<file path="src/spmc_pkg.sv">
/*
 package for the terminal-side serial port with modem handshake: framing,
 clocking modes, sampler states and divider defaults.
 assumes a single 250 MHz clock and synchronous active-high reset.
*/
package spmc_pkg;

   // --------------------------------------------------------------
   // clocking and framing
   // --------------------------------------------------------------
   localparam int CLK_MHZ = 250;
   localparam int DATA_BITS = 8;
   localparam int BAUD_DIV_DEFAULT = 2170;   // about 115200 baud at 250 MHz
   localparam int LOCAL_CLK_DIV_DEFAULT = 64;
   localparam logic LINE_IDLE = 1'b1;
   localparam logic START_LEVEL = 1'b0;
   localparam logic STOP_LEVEL = 1'b1;

   typedef enum logic [1:0]
   {
      SPMC_CLK_ASYNC,
      SPMC_CLK_SYNC_MODEM,
      SPMC_CLK_SYNC_LOCAL
   } spmc_clk_mode_e;

   typedef enum logic [1:0]
   {
      SPMC_TX_IDLE,
      SPMC_TX_START,
      SPMC_TX_DATA,
      SPMC_TX_STOP
   } spmc_tx_state_e;

   typedef enum logic [1:0]
   {
      SPMC_RX_IDLE,
      SPMC_RX_START,
      SPMC_RX_DATA,
      SPMC_RX_STOP
   } spmc_rx_state_e;

endpackage : spmc_pkg

</file>
<file path="src/spmc_edge_if.sv">
/*
 interface carrying synchronised link clock edge pulses between the
 top module and its edge finder.
 assumes all signals are in the clk domain.
*/
`timescale 1ns/1ps
interface spmc_edge_if;
   logic tx_clk_rise;
   logic tx_clk_fall;
   logic rx_clk_fall;
   logic rx_data;
   logic cts;
   logic dsr;
   logic dcd;

   modport finder (output tx_clk_rise, tx_clk_fall, rx_clk_fall, rx_data, cts, dsr, dcd);
   modport user (input tx_clk_rise, tx_clk_fall, rx_clk_fall, rx_data, cts, dsr, dcd);
endinterface : spmc_edge_if

</file>
<file path="src/spmc_pin_sync.sv">
/*
 two-flop synchronisers for every modem-side pin, plus edge detection on the
 two modem clocks, all taken from the second flop.
 assumes pins are asynchronous to clk; clk runs far faster than the link.
*/
`timescale 1ns/1ps
module spmc_pin_sync
(
   input wire logic clk,
   input wire logic rst,
   input wire logic modem_tx_clock,
   input wire logic modem_rx_clock,
   input wire logic rx_data_pin,
   input wire logic cts_pin,
   input wire logic dsr_pin,
   input wire logic dcd_pin,
   spmc_edge_if.finder edges
);

   localparam int N = 6;

   // --------------------------------------------------------------
   // synchronisers
   // --------------------------------------------------------------
   logic [N-1:0] raw;
   logic [N-1:0] meta;
   logic [N-1:0] sync;
   logic [1:0] clk_prev;
   logic [N-1:0] next_meta;
   logic [N-1:0] next_sync;
   logic [1:0] next_clk_prev;

   assign raw = {dcd_pin, dsr_pin, cts_pin, rx_data_pin, modem_rx_clock, modem_tx_clock};

   always_comb
   begin
      next_meta = raw;
      next_sync = meta;
      next_clk_prev = sync[1:0];
   end

   always_ff @(posedge clk)
   begin
      if (rst)
      begin
         meta <= 6'h0c;
         sync <= 6'h0c;
         clk_prev <= 2'h0;
      end
      else
      begin
         meta <= next_meta;
         sync <= next_sync;
         clk_prev <= next_clk_prev;
      end
   end

   // --------------------------------------------------------------
   // edges, seen only from the second flop
   // --------------------------------------------------------------
   assign edges.tx_clk_rise = sync[0] & ~clk_prev[0];
   assign edges.tx_clk_fall = ~sync[0] & clk_prev[0];
   assign edges.rx_clk_fall = ~sync[1] & clk_prev[1];
   assign edges.rx_data = sync[2];
   assign edges.cts = sync[3];
   assign edges.dsr = sync[4];
   assign edges.dcd = sync[5];

endmodule : spmc_pin_sync

</file>
<file path="src/spmc_serial_port.sv">
/*
 terminal-side serial port with modem handshake and optional synchronous
 clocking: an 8N1 transmitter and receiver, handshake gating and the
 terminal clock output.
 assumes a far modem driving the handshake and clock pins, a 250 MHz clk.
*/
// What this block does
// - transmit line idles unless request, clear and carrier are on, except control data.
// - raising request-to-send starts modem transmit; dropping it ends that transmission.
// - while clear-to-send is off, no new user byte is taken; a frame already started still runs to its stop bit.
// - terminal-ready output steers the modem onto the communication channel.
// - with modem transmit clock, transmit bits change on its rising edge.
// - receive data is sampled on the falling edge of the modem receive clock.
// - local terminal clock only in synchronous local mode; otherwise echo modem clock.
// - with local terminal clock, its falling edge sits at each transmit bit centre.
`timescale 1ns/1ps
module spmc_serial_port
#(
   parameter int BAUD_DIV = spmc_pkg::BAUD_DIV_DEFAULT,
   parameter int LOCAL_CLK_DIV = spmc_pkg::LOCAL_CLK_DIV_DEFAULT
)
(
   input wire logic clk,
   input wire logic rst,
   input wire logic [1:0] clk_mode,
   input wire logic terminal_ready_req,
   input wire logic send_request,
   input wire logic [7:0] tx_data,
   input wire logic tx_valid,
   input wire logic tx_control,
   output logic tx_ready,
   output logic [7:0] rx_data,
   output logic rx_valid,
   output logic rx_frame_error,
   output logic modem_data_ready,
   output logic modem_control_only,
   input wire logic modem_tx_clock,
   input wire logic modem_rx_clock,
   input wire logic rx_data_pin,
   input wire logic cts_pin,
   input wire logic dsr_pin,
   input wire logic dcd_pin,
   output logic tx_data_pin,
   output logic rts_pin,
   output logic dtr_pin,
   output logic terminal_tx_clock
);

   spmc_edge_if edges();

   spmc_pin_sync u_sync
   (
      .clk(clk),
      .rst(rst),
      .modem_tx_clock(modem_tx_clock),
      .modem_rx_clock(modem_rx_clock),
      .rx_data_pin(rx_data_pin),
      .cts_pin(cts_pin),
      .dsr_pin(dsr_pin),
      .dcd_pin(dcd_pin),
      .edges(edges)
   );

   // --------------------------------------------------------------
   // bit timing
   // --------------------------------------------------------------
   localparam int HALF_LOCAL = (LOCAL_CLK_DIV / 2 < 1) ? 1 : LOCAL_CLK_DIV / 2;
   logic is_async;
   logic is_local;
   logic [15:0] baud_cnt;
   logic [15:0] lclk_cnt;
   logic lclk;
   logic [15:0] next_baud_cnt;
   logic [15:0] next_lclk_cnt;
   logic next_lclk;
   logic baud_tick;
   logic lclk_rise;
   logic lclk_fall;
   logic tx_shift_tick;
   logic rx_sample_tick;

   assign is_async = (clk_mode == 2'(spmc_pkg::SPMC_CLK_ASYNC)) || (clk_mode == 2'h3);
   assign is_local = (clk_mode == 2'(spmc_pkg::SPMC_CLK_SYNC_LOCAL));
   assign baud_tick = (baud_cnt == 16'(BAUD_DIV - 1));
   assign lclk_rise = (lclk_cnt == 16'(HALF_LOCAL - 1)) && !lclk;
   assign lclk_fall = (lclk_cnt == 16'(HALF_LOCAL - 1)) && lclk;

   always_comb
   begin
      next_baud_cnt = baud_tick ? 16'h0000 : baud_cnt + 16'h0001;
      next_lclk_cnt = (lclk_cnt == 16'(HALF_LOCAL - 1)) ? 16'h0000 : lclk_cnt + 16'h0001;
      next_lclk = (lclk_cnt == 16'(HALF_LOCAL - 1)) ? ~lclk : lclk;
   end

   always_ff @(posedge clk)
   begin
      if (rst)
      begin
         baud_cnt <= 16'h0000;
         lclk_cnt <= 16'h0000;
         lclk <= 1'b1;
      end
      else
      begin
         baud_cnt <= next_baud_cnt;
         lclk_cnt <= next_lclk_cnt;
         lclk <= next_lclk;
      end
   end

   // bits change on rising edges so the falling edge lands mid-bit
   always_comb
   begin
      if (is_async)
      begin
         tx_shift_tick = baud_tick;
         rx_sample_tick = 1'b0;
      end
      else if (is_local)
      begin
         tx_shift_tick = lclk_rise;
         rx_sample_tick = edges.rx_clk_fall;
      end
      else
      begin
         tx_shift_tick = edges.tx_clk_rise;
         rx_sample_tick = edges.rx_clk_fall;
      end
   end

   // --------------------------------------------------------------
   // handshake
   // --------------------------------------------------------------
   logic tx_permit;

   assign rts_pin = send_request;
   assign dtr_pin = terminal_ready_req;
   assign tx_permit = rts_pin & edges.cts & edges.dcd;
   assign modem_data_ready = edges.cts & edges.dsr & rts_pin & dtr_pin;
   assign modem_control_only = edges.cts & ~edges.dsr & ~edges.dcd;

   // --------------------------------------------------------------
   // transmitter
   // --------------------------------------------------------------
   spmc_pkg::spmc_tx_state_e tx_state;
   spmc_pkg::spmc_tx_state_e next_tx_state;
   logic [7:0] tx_shift;
   logic [7:0] next_tx_shift;
   logic [2:0] tx_bit;
   logic [2:0] next_tx_bit;
   logic tx_line;
   logic next_tx_line;
   logic tx_accept;

   // control data may go out without the handshake
   assign tx_accept = tx_valid && (tx_permit || tx_control);
   assign tx_ready = (tx_state == spmc_pkg::SPMC_TX_IDLE) && tx_shift_tick
                     && (tx_permit || tx_control);

   always_comb
   begin
      next_tx_state = tx_state;
      next_tx_shift = tx_shift;
      next_tx_bit = tx_bit;
      next_tx_line = tx_line;
      if (tx_shift_tick)
      begin
         case (tx_state)
            spmc_pkg::SPMC_TX_IDLE:
            begin
               next_tx_line = spmc_pkg::LINE_IDLE;
               if (tx_accept)
               begin
                  next_tx_shift = tx_data;
                  next_tx_line = spmc_pkg::START_LEVEL;
                  next_tx_bit = 3'h0;
                  next_tx_state = spmc_pkg::SPMC_TX_DATA;
               end
            end
            spmc_pkg::SPMC_TX_DATA:
            begin
               next_tx_line = tx_shift[0];
               next_tx_shift = {1'b0, tx_shift[7:1]};
               next_tx_bit = tx_bit + 3'h1;
               if (tx_bit == 3'(spmc_pkg::DATA_BITS - 1))
               begin
                  next_tx_state = spmc_pkg::SPMC_TX_STOP;
               end
            end
            spmc_pkg::SPMC_TX_STOP:
            begin
               next_tx_line = spmc_pkg::STOP_LEVEL;
               next_tx_state = spmc_pkg::SPMC_TX_IDLE;
            end
            default:
            begin
               next_tx_state = spmc_pkg::SPMC_TX_IDLE;
            end
         endcase
      end
   end

   always_ff @(posedge clk)
   begin
      if (rst)
      begin
         tx_state <= spmc_pkg::SPMC_TX_IDLE;
         tx_shift <= 8'h00;
         tx_bit <= 3'h0;
         tx_line <= 1'b1;
      end
      else
      begin
         tx_state <= next_tx_state;
         tx_shift <= next_tx_shift;
         tx_bit <= next_tx_bit;
         tx_line <= next_tx_line;
      end
   end

   assign tx_data_pin = tx_line;

   // echo follows the synchronised modem clock, so it lags by the sync delay
   logic tclk_out;
   logic next_tclk_out;

   // the local copy registers the same next value as lclk, so its rise lands
   // on the very edge where the transmit bit changes
   always_comb
   begin
      next_tclk_out = is_local ? next_lclk : (edges.tx_clk_rise ? 1'b1 :
                      (edges.tx_clk_fall ? 1'b0 : tclk_out));
   end

   always_ff @(posedge clk)
   begin
      if (rst)
      begin
         tclk_out <= 1'b1;
      end
      else
      begin
         tclk_out <= next_tclk_out;
      end
   end

   assign terminal_tx_clock = tclk_out;

   // --------------------------------------------------------------
   // receiver: asynchronous mode oversamples with the baud divider
   // --------------------------------------------------------------
   spmc_pkg::spmc_rx_state_e rx_state;
   spmc_pkg::spmc_rx_state_e next_rx_state;
   logic [15:0] rx_cnt;
   logic [15:0] next_rx_cnt;
   logic [7:0] rx_shift;
   logic [7:0] next_rx_shift;
   logic [2:0] rx_bit;
   logic [2:0] next_rx_bit;
   logic [7:0] next_rx_data;
   logic next_rx_valid;
   logic next_rx_frame_error;
   logic rx_tick;

   // async: count from start edge, sample at bit centre
   assign rx_tick = is_async ? (rx_cnt == 16'(BAUD_DIV - 1)) : rx_sample_tick;

   always_comb
   begin
      next_rx_state = rx_state;
      next_rx_cnt = (rx_tick || rx_state == spmc_pkg::SPMC_RX_IDLE) ? 16'h0000
                    : rx_cnt + 16'h0001;
      next_rx_shift = rx_shift;
      next_rx_bit = rx_bit;
      next_rx_data = rx_data;
      next_rx_valid = 1'b0;
      next_rx_frame_error = 1'b0;
      case (rx_state)
         spmc_pkg::SPMC_RX_IDLE:
         begin
            if (edges.rx_data == spmc_pkg::START_LEVEL)
            begin
               next_rx_state = spmc_pkg::SPMC_RX_START;
               next_rx_cnt = is_async ? 16'(BAUD_DIV / 2) : 16'h0000;
            end
         end
         spmc_pkg::SPMC_RX_START:
         begin
            if (rx_tick)
            begin
               next_rx_bit = 3'h0;
               next_rx_state = (edges.rx_data == spmc_pkg::START_LEVEL)
                               ? spmc_pkg::SPMC_RX_DATA : spmc_pkg::SPMC_RX_IDLE;
            end
         end
         spmc_pkg::SPMC_RX_DATA:
         begin
            if (rx_tick)
            begin
               next_rx_shift = {edges.rx_data, rx_shift[7:1]};
               next_rx_bit = rx_bit + 3'h1;
               if (rx_bit == 3'(spmc_pkg::DATA_BITS - 1))
               begin
                  next_rx_state = spmc_pkg::SPMC_RX_STOP;
               end
            end
         end
         spmc_pkg::SPMC_RX_STOP:
         begin
            if (rx_tick)
            begin
               next_rx_data = rx_shift;
               next_rx_valid = 1'b1;
               next_rx_frame_error = (edges.rx_data != spmc_pkg::STOP_LEVEL);
               next_rx_state = spmc_pkg::SPMC_RX_IDLE;
            end
         end
         default:
         begin
            next_rx_state = spmc_pkg::SPMC_RX_IDLE;
         end
      endcase
   end

   always_ff @(posedge clk)
   begin
      if (rst)
      begin
         rx_state <= spmc_pkg::SPMC_RX_IDLE;
         rx_cnt <= 16'h0000;
         rx_shift <= 8'h00;
         rx_bit <= 3'h0;
         rx_data <= 8'h00;
         rx_valid <= 1'b0;
         rx_frame_error <= 1'b0;
      end
      else
      begin
         rx_state <= next_rx_state;
         rx_cnt <= next_rx_cnt;
         rx_shift <= next_rx_shift;
         rx_bit <= next_rx_bit;
         rx_data <= next_rx_data;
         rx_valid <= next_rx_valid;
         rx_frame_error <= next_rx_frame_error;
      end
   end

endmodule : spmc_serial_port

</file>
<file path="config.mk">
export PLATFORM = sky130hd
export DESIGN_NAME = spmc_serial_port
export DESIGN_NICKNAME = d
export VERILOG_FILES = /design/src/spmc_pkg.sv /design/src/spmc_edge_if.sv /design/src/spmc_pin_sync.sv /design/src/spmc_serial_port.sv
export SDC_FILE = /design/constraint.sdc
export NUM_CORES = 1
export LEC_CHECK = 0
export BUFFER_PORTS_ARGS = -buffer_cell sky130_fd_sc_hd__buf_4
export CORE_ASPECT_RATIO = 1.75
export CORE_MARGIN = 4
export CORE_UTILIZATION = 45
export DETAILED_ROUTE_END_ITERATION = 12
export PLACE_DENSITY = 0.73
export RECOVER_POWER = 100
export SYNTH_ARGS = -nofsm -noshare
export SYNTH_HDL_FRONTEND = slang
export SYNTH_SLANG_ARGS = --single-unit
</file>
<file path="constraint.sdc">
create_clock -name clk -period 2.6 [get_ports clk]
set_input_delay 0.13 -clock clk [delete_from_list [all_inputs] [get_ports clk]]
set_output_delay 0.13 -clock clk [all_outputs]
set_load 0.01 [all_outputs]
</file>
==> flow_metrics.tcl <==
set metrics [dict create \
    status "finished, violations left" \
    violations "setup timing" \
    grt_max_degree 74 \
    syn_avg_cell_area_um2 9.40 \
    rows 48 \
    worst_pin_slew_ns 1.24 \
    htreeDepth 3 \
    ys.flop_type "dfxtp_1" \
    syn2layout_area_growth_pct 16.2 \
    numPlacedInstances 646 \
    hold_viol 0 \
    slowest_delay_ns 0.56 \
    via_count 3490 \
    synth_area_um2 4640 \
    die-area_um2 12100 \
    ys_async_sr_fraction_pct 0 \
    critPathSlowestCell "or4_4" \
    end_kind "output port" \
    path_depth 9 \
    fmax_mhz 379 \
    cp_max_fo 3 \
    synth_top_cells_by_count "dfxtp_1, nor2_1, nand2_1" \
    drt_iter0_drc 143 \
    path_class "reg2out" \
    worstHoldPathCells 2 \
    drc 0 \
    drt-wirelength-per-cell_um 13.8 \
    synth_seq_cells 101 \
    nets 576 \
    drive_gt1_share_pct 15.1 \
    maxSlewViolCount 0 \
    ant_nets 0 \
    min_path_type "in2reg" \
    synth_area_leader_cell "dfxtp_1" \
    grt_pass1_vias 3491 \
    ys_seq_area_share_pct 43.6 \
    grt_pass1_wl_um 15700 \
    cts_tree "done" \
    synthesis.nets 532 \
    synth.most_common_cell "dfxtp_1" \
    grt_setup_unrepaired "true" \
    insertion_delay_ns 0.35 \
    via_per_inst 5.23 \
    p_leak_nw 2.01 \
    gp_congestion 0.793 \
    timing.final.crit_share_pct 101 \
    synth_area_leaders "dfxtp_1, ha_1, mux2i_1" \
    cp.arrival_ns 2.51 \
    powerDensity_nw_per_um2 580 \
    die_h_um 142 \
    r2r_cells 7 \
    required_ns 2.47 \
    io_pins 39 \
    netlist_instances 493 \
    cp_common_cell "buf_6" \
    synth_edf_count 0 \
    crit_family "simple AND/OR/NAND/NOR gates" \
    numCtsBuffers 9 \
    ys_types 55 \
    diodes 0 \
    total_power_mw 3.13 \
    period_needed_ns 2.64 \
    crit_chain "or4_4 > nor4_4 > ha_2 > mux2i_2 > or2_4 > buf_6 > nand2_4 > and3_4 > buf_6" \
    overflow 0 \
    drt-total-wl_um 9240 \
    cts_buffer_depth 2 \
    track_usage_pct 16.1 \
    die_w_um 84.7 \
    start_util_pct 46.5 \
    finClkSkew_ns 0.00806 \
    ir_drop_mv 0.493 \
    dpl_worst_slack_ns -0.0763 \
    coreArea_um2 9970 \
    cts-root-buf "clkbuf_16" \
    yosys_warnings 0 \
    fin_cells 667 \
    io_buffer_count 38 \
    cts_sinks 101 \
    finalSetupViolCount 1 \
    cts.clk_slew.worst_paths_ns 0.07 \
    grt_antenna_before_repair 0 \
    post_cts_buffers 0 \
    rrSetupSlack_ns 0.05 \
    cap_violations 0 \
    yosys.area.top_type_share_pct 43.6 \
    dr.pass1.iters 4 \
    start_kind "flop" \
    setup_ws_ns -0.0361 \
    dpl.hpwl_um 6550 \
    max_slew_margin_pct 17.1 \
    crit_buf_inv 2 \
]
## worst paths after layout
path             startpoint              to
max             lclk_cnt[6]        tx_ready
min                 dsr_pin  u_sync.meta[4]
max reg2reg     lclk_cnt[6]     tx_shift[6]
min reg2reg  u_sync.meta[3]  u_sync.sync[3]
## through the flow
stage	hold WS (ns)	TNS (ns)	util (%)	instance area [µm²]
final	0.0125	-0.0361	54.0	5390
after global routing	0.00850	-0.209	54.0	5390
after CTS	0.00268	-0.0523	54.7	5450
after detailed placement	0.320	-0.494	50.7	5060
after global placement	0.317	-0.197	50.7	5060
after floorplan	0.234	0	-	4640
## layout by cell type (no fill, tap or decap), drive strengths merged, types with 8 or more instances in the layout
cell    Yosys  routed
a21oi      17      17
buf        10      35
clkbuf     15      28
dfxtp     101     101
ha         17      17
inv        14      16
mux2        8       8
mux2i      21      21
nand2      33      33
nand2b     26      26
nand3      17      17
nand4      13      13
nor2       50      50
nor2b      21      21
nor3       12      12
o21ai      12      12
or2         8       8
xnor2      23      23
xor2       14      14
## final cells by class
cell class / count / area (µm²)
Tap cell: 125 / 156
Fill cell: 944 / 4580
Multi-Input combinational cell: 353 / 2470
Inverter: 14 / 52.6
Timing Repair Buffer: 58 / 389
Clock inverter: 6 / 70.1
Sequential cell: 101 / 2020
Clock buffer: 10 / 229
## per-layer routing
layer	up-vias	global-route usage [%]	share of wire, %
met1	1646	16.7	40
met3	22	3.07	2.8
met5	-	0	0
li1	1783	-	-
met4	0	9.76	3.1
met2	39	29.5	54
## power by group
part           switching [mW]  leakage, nW  internal (mW)  total (mW)
combinational          0.0956         1.04         0.0889       0.184
sequential             0.0221        0.819           1.57        1.60
clock                   0.592        0.147          0.755        1.35
## flip-flops by register name, summed over array words and instances (netlist names), 6 cells and up, named ones only
| signal | flops |
|---|---|
| baud_cnt | 16 |
| u_sync.sync | 6 |
| rx_data | 8 |
| tx_shift | 8 |
| rx_cnt | 16 |
| rx_shift | 8 |
| lclk_cnt | 16 |
| u_sync.meta | 6 |
## cell families (layout without fill, tap and decap cells)
group | after synthesis | after routing | share of synthesized area (%)
adder cells (fa/ha/maj) | 17 | 17 | 4.59
multiplexers | 29 | 29 | 7.04
AND/OR/NAND/NOR | 219 | 219 | 26.6
flip-flops | 101 | 101 | 43.6
XOR/XNOR | 37 | 37 | 6.99
buffers and inverters | 39 | 88 | 3.99
AO/OA/AOI/OAI | 51 | 51 | 7.18
## timing repair
action,CTS,global route
hold endpoints to repair,5,0
hold buffers,5,0
resized for setup,12,2
setup endpoints to repair,9,9
cloned,0,0
pin swaps,4,3
Note: power is estimated with default switching activity, not from simulation.
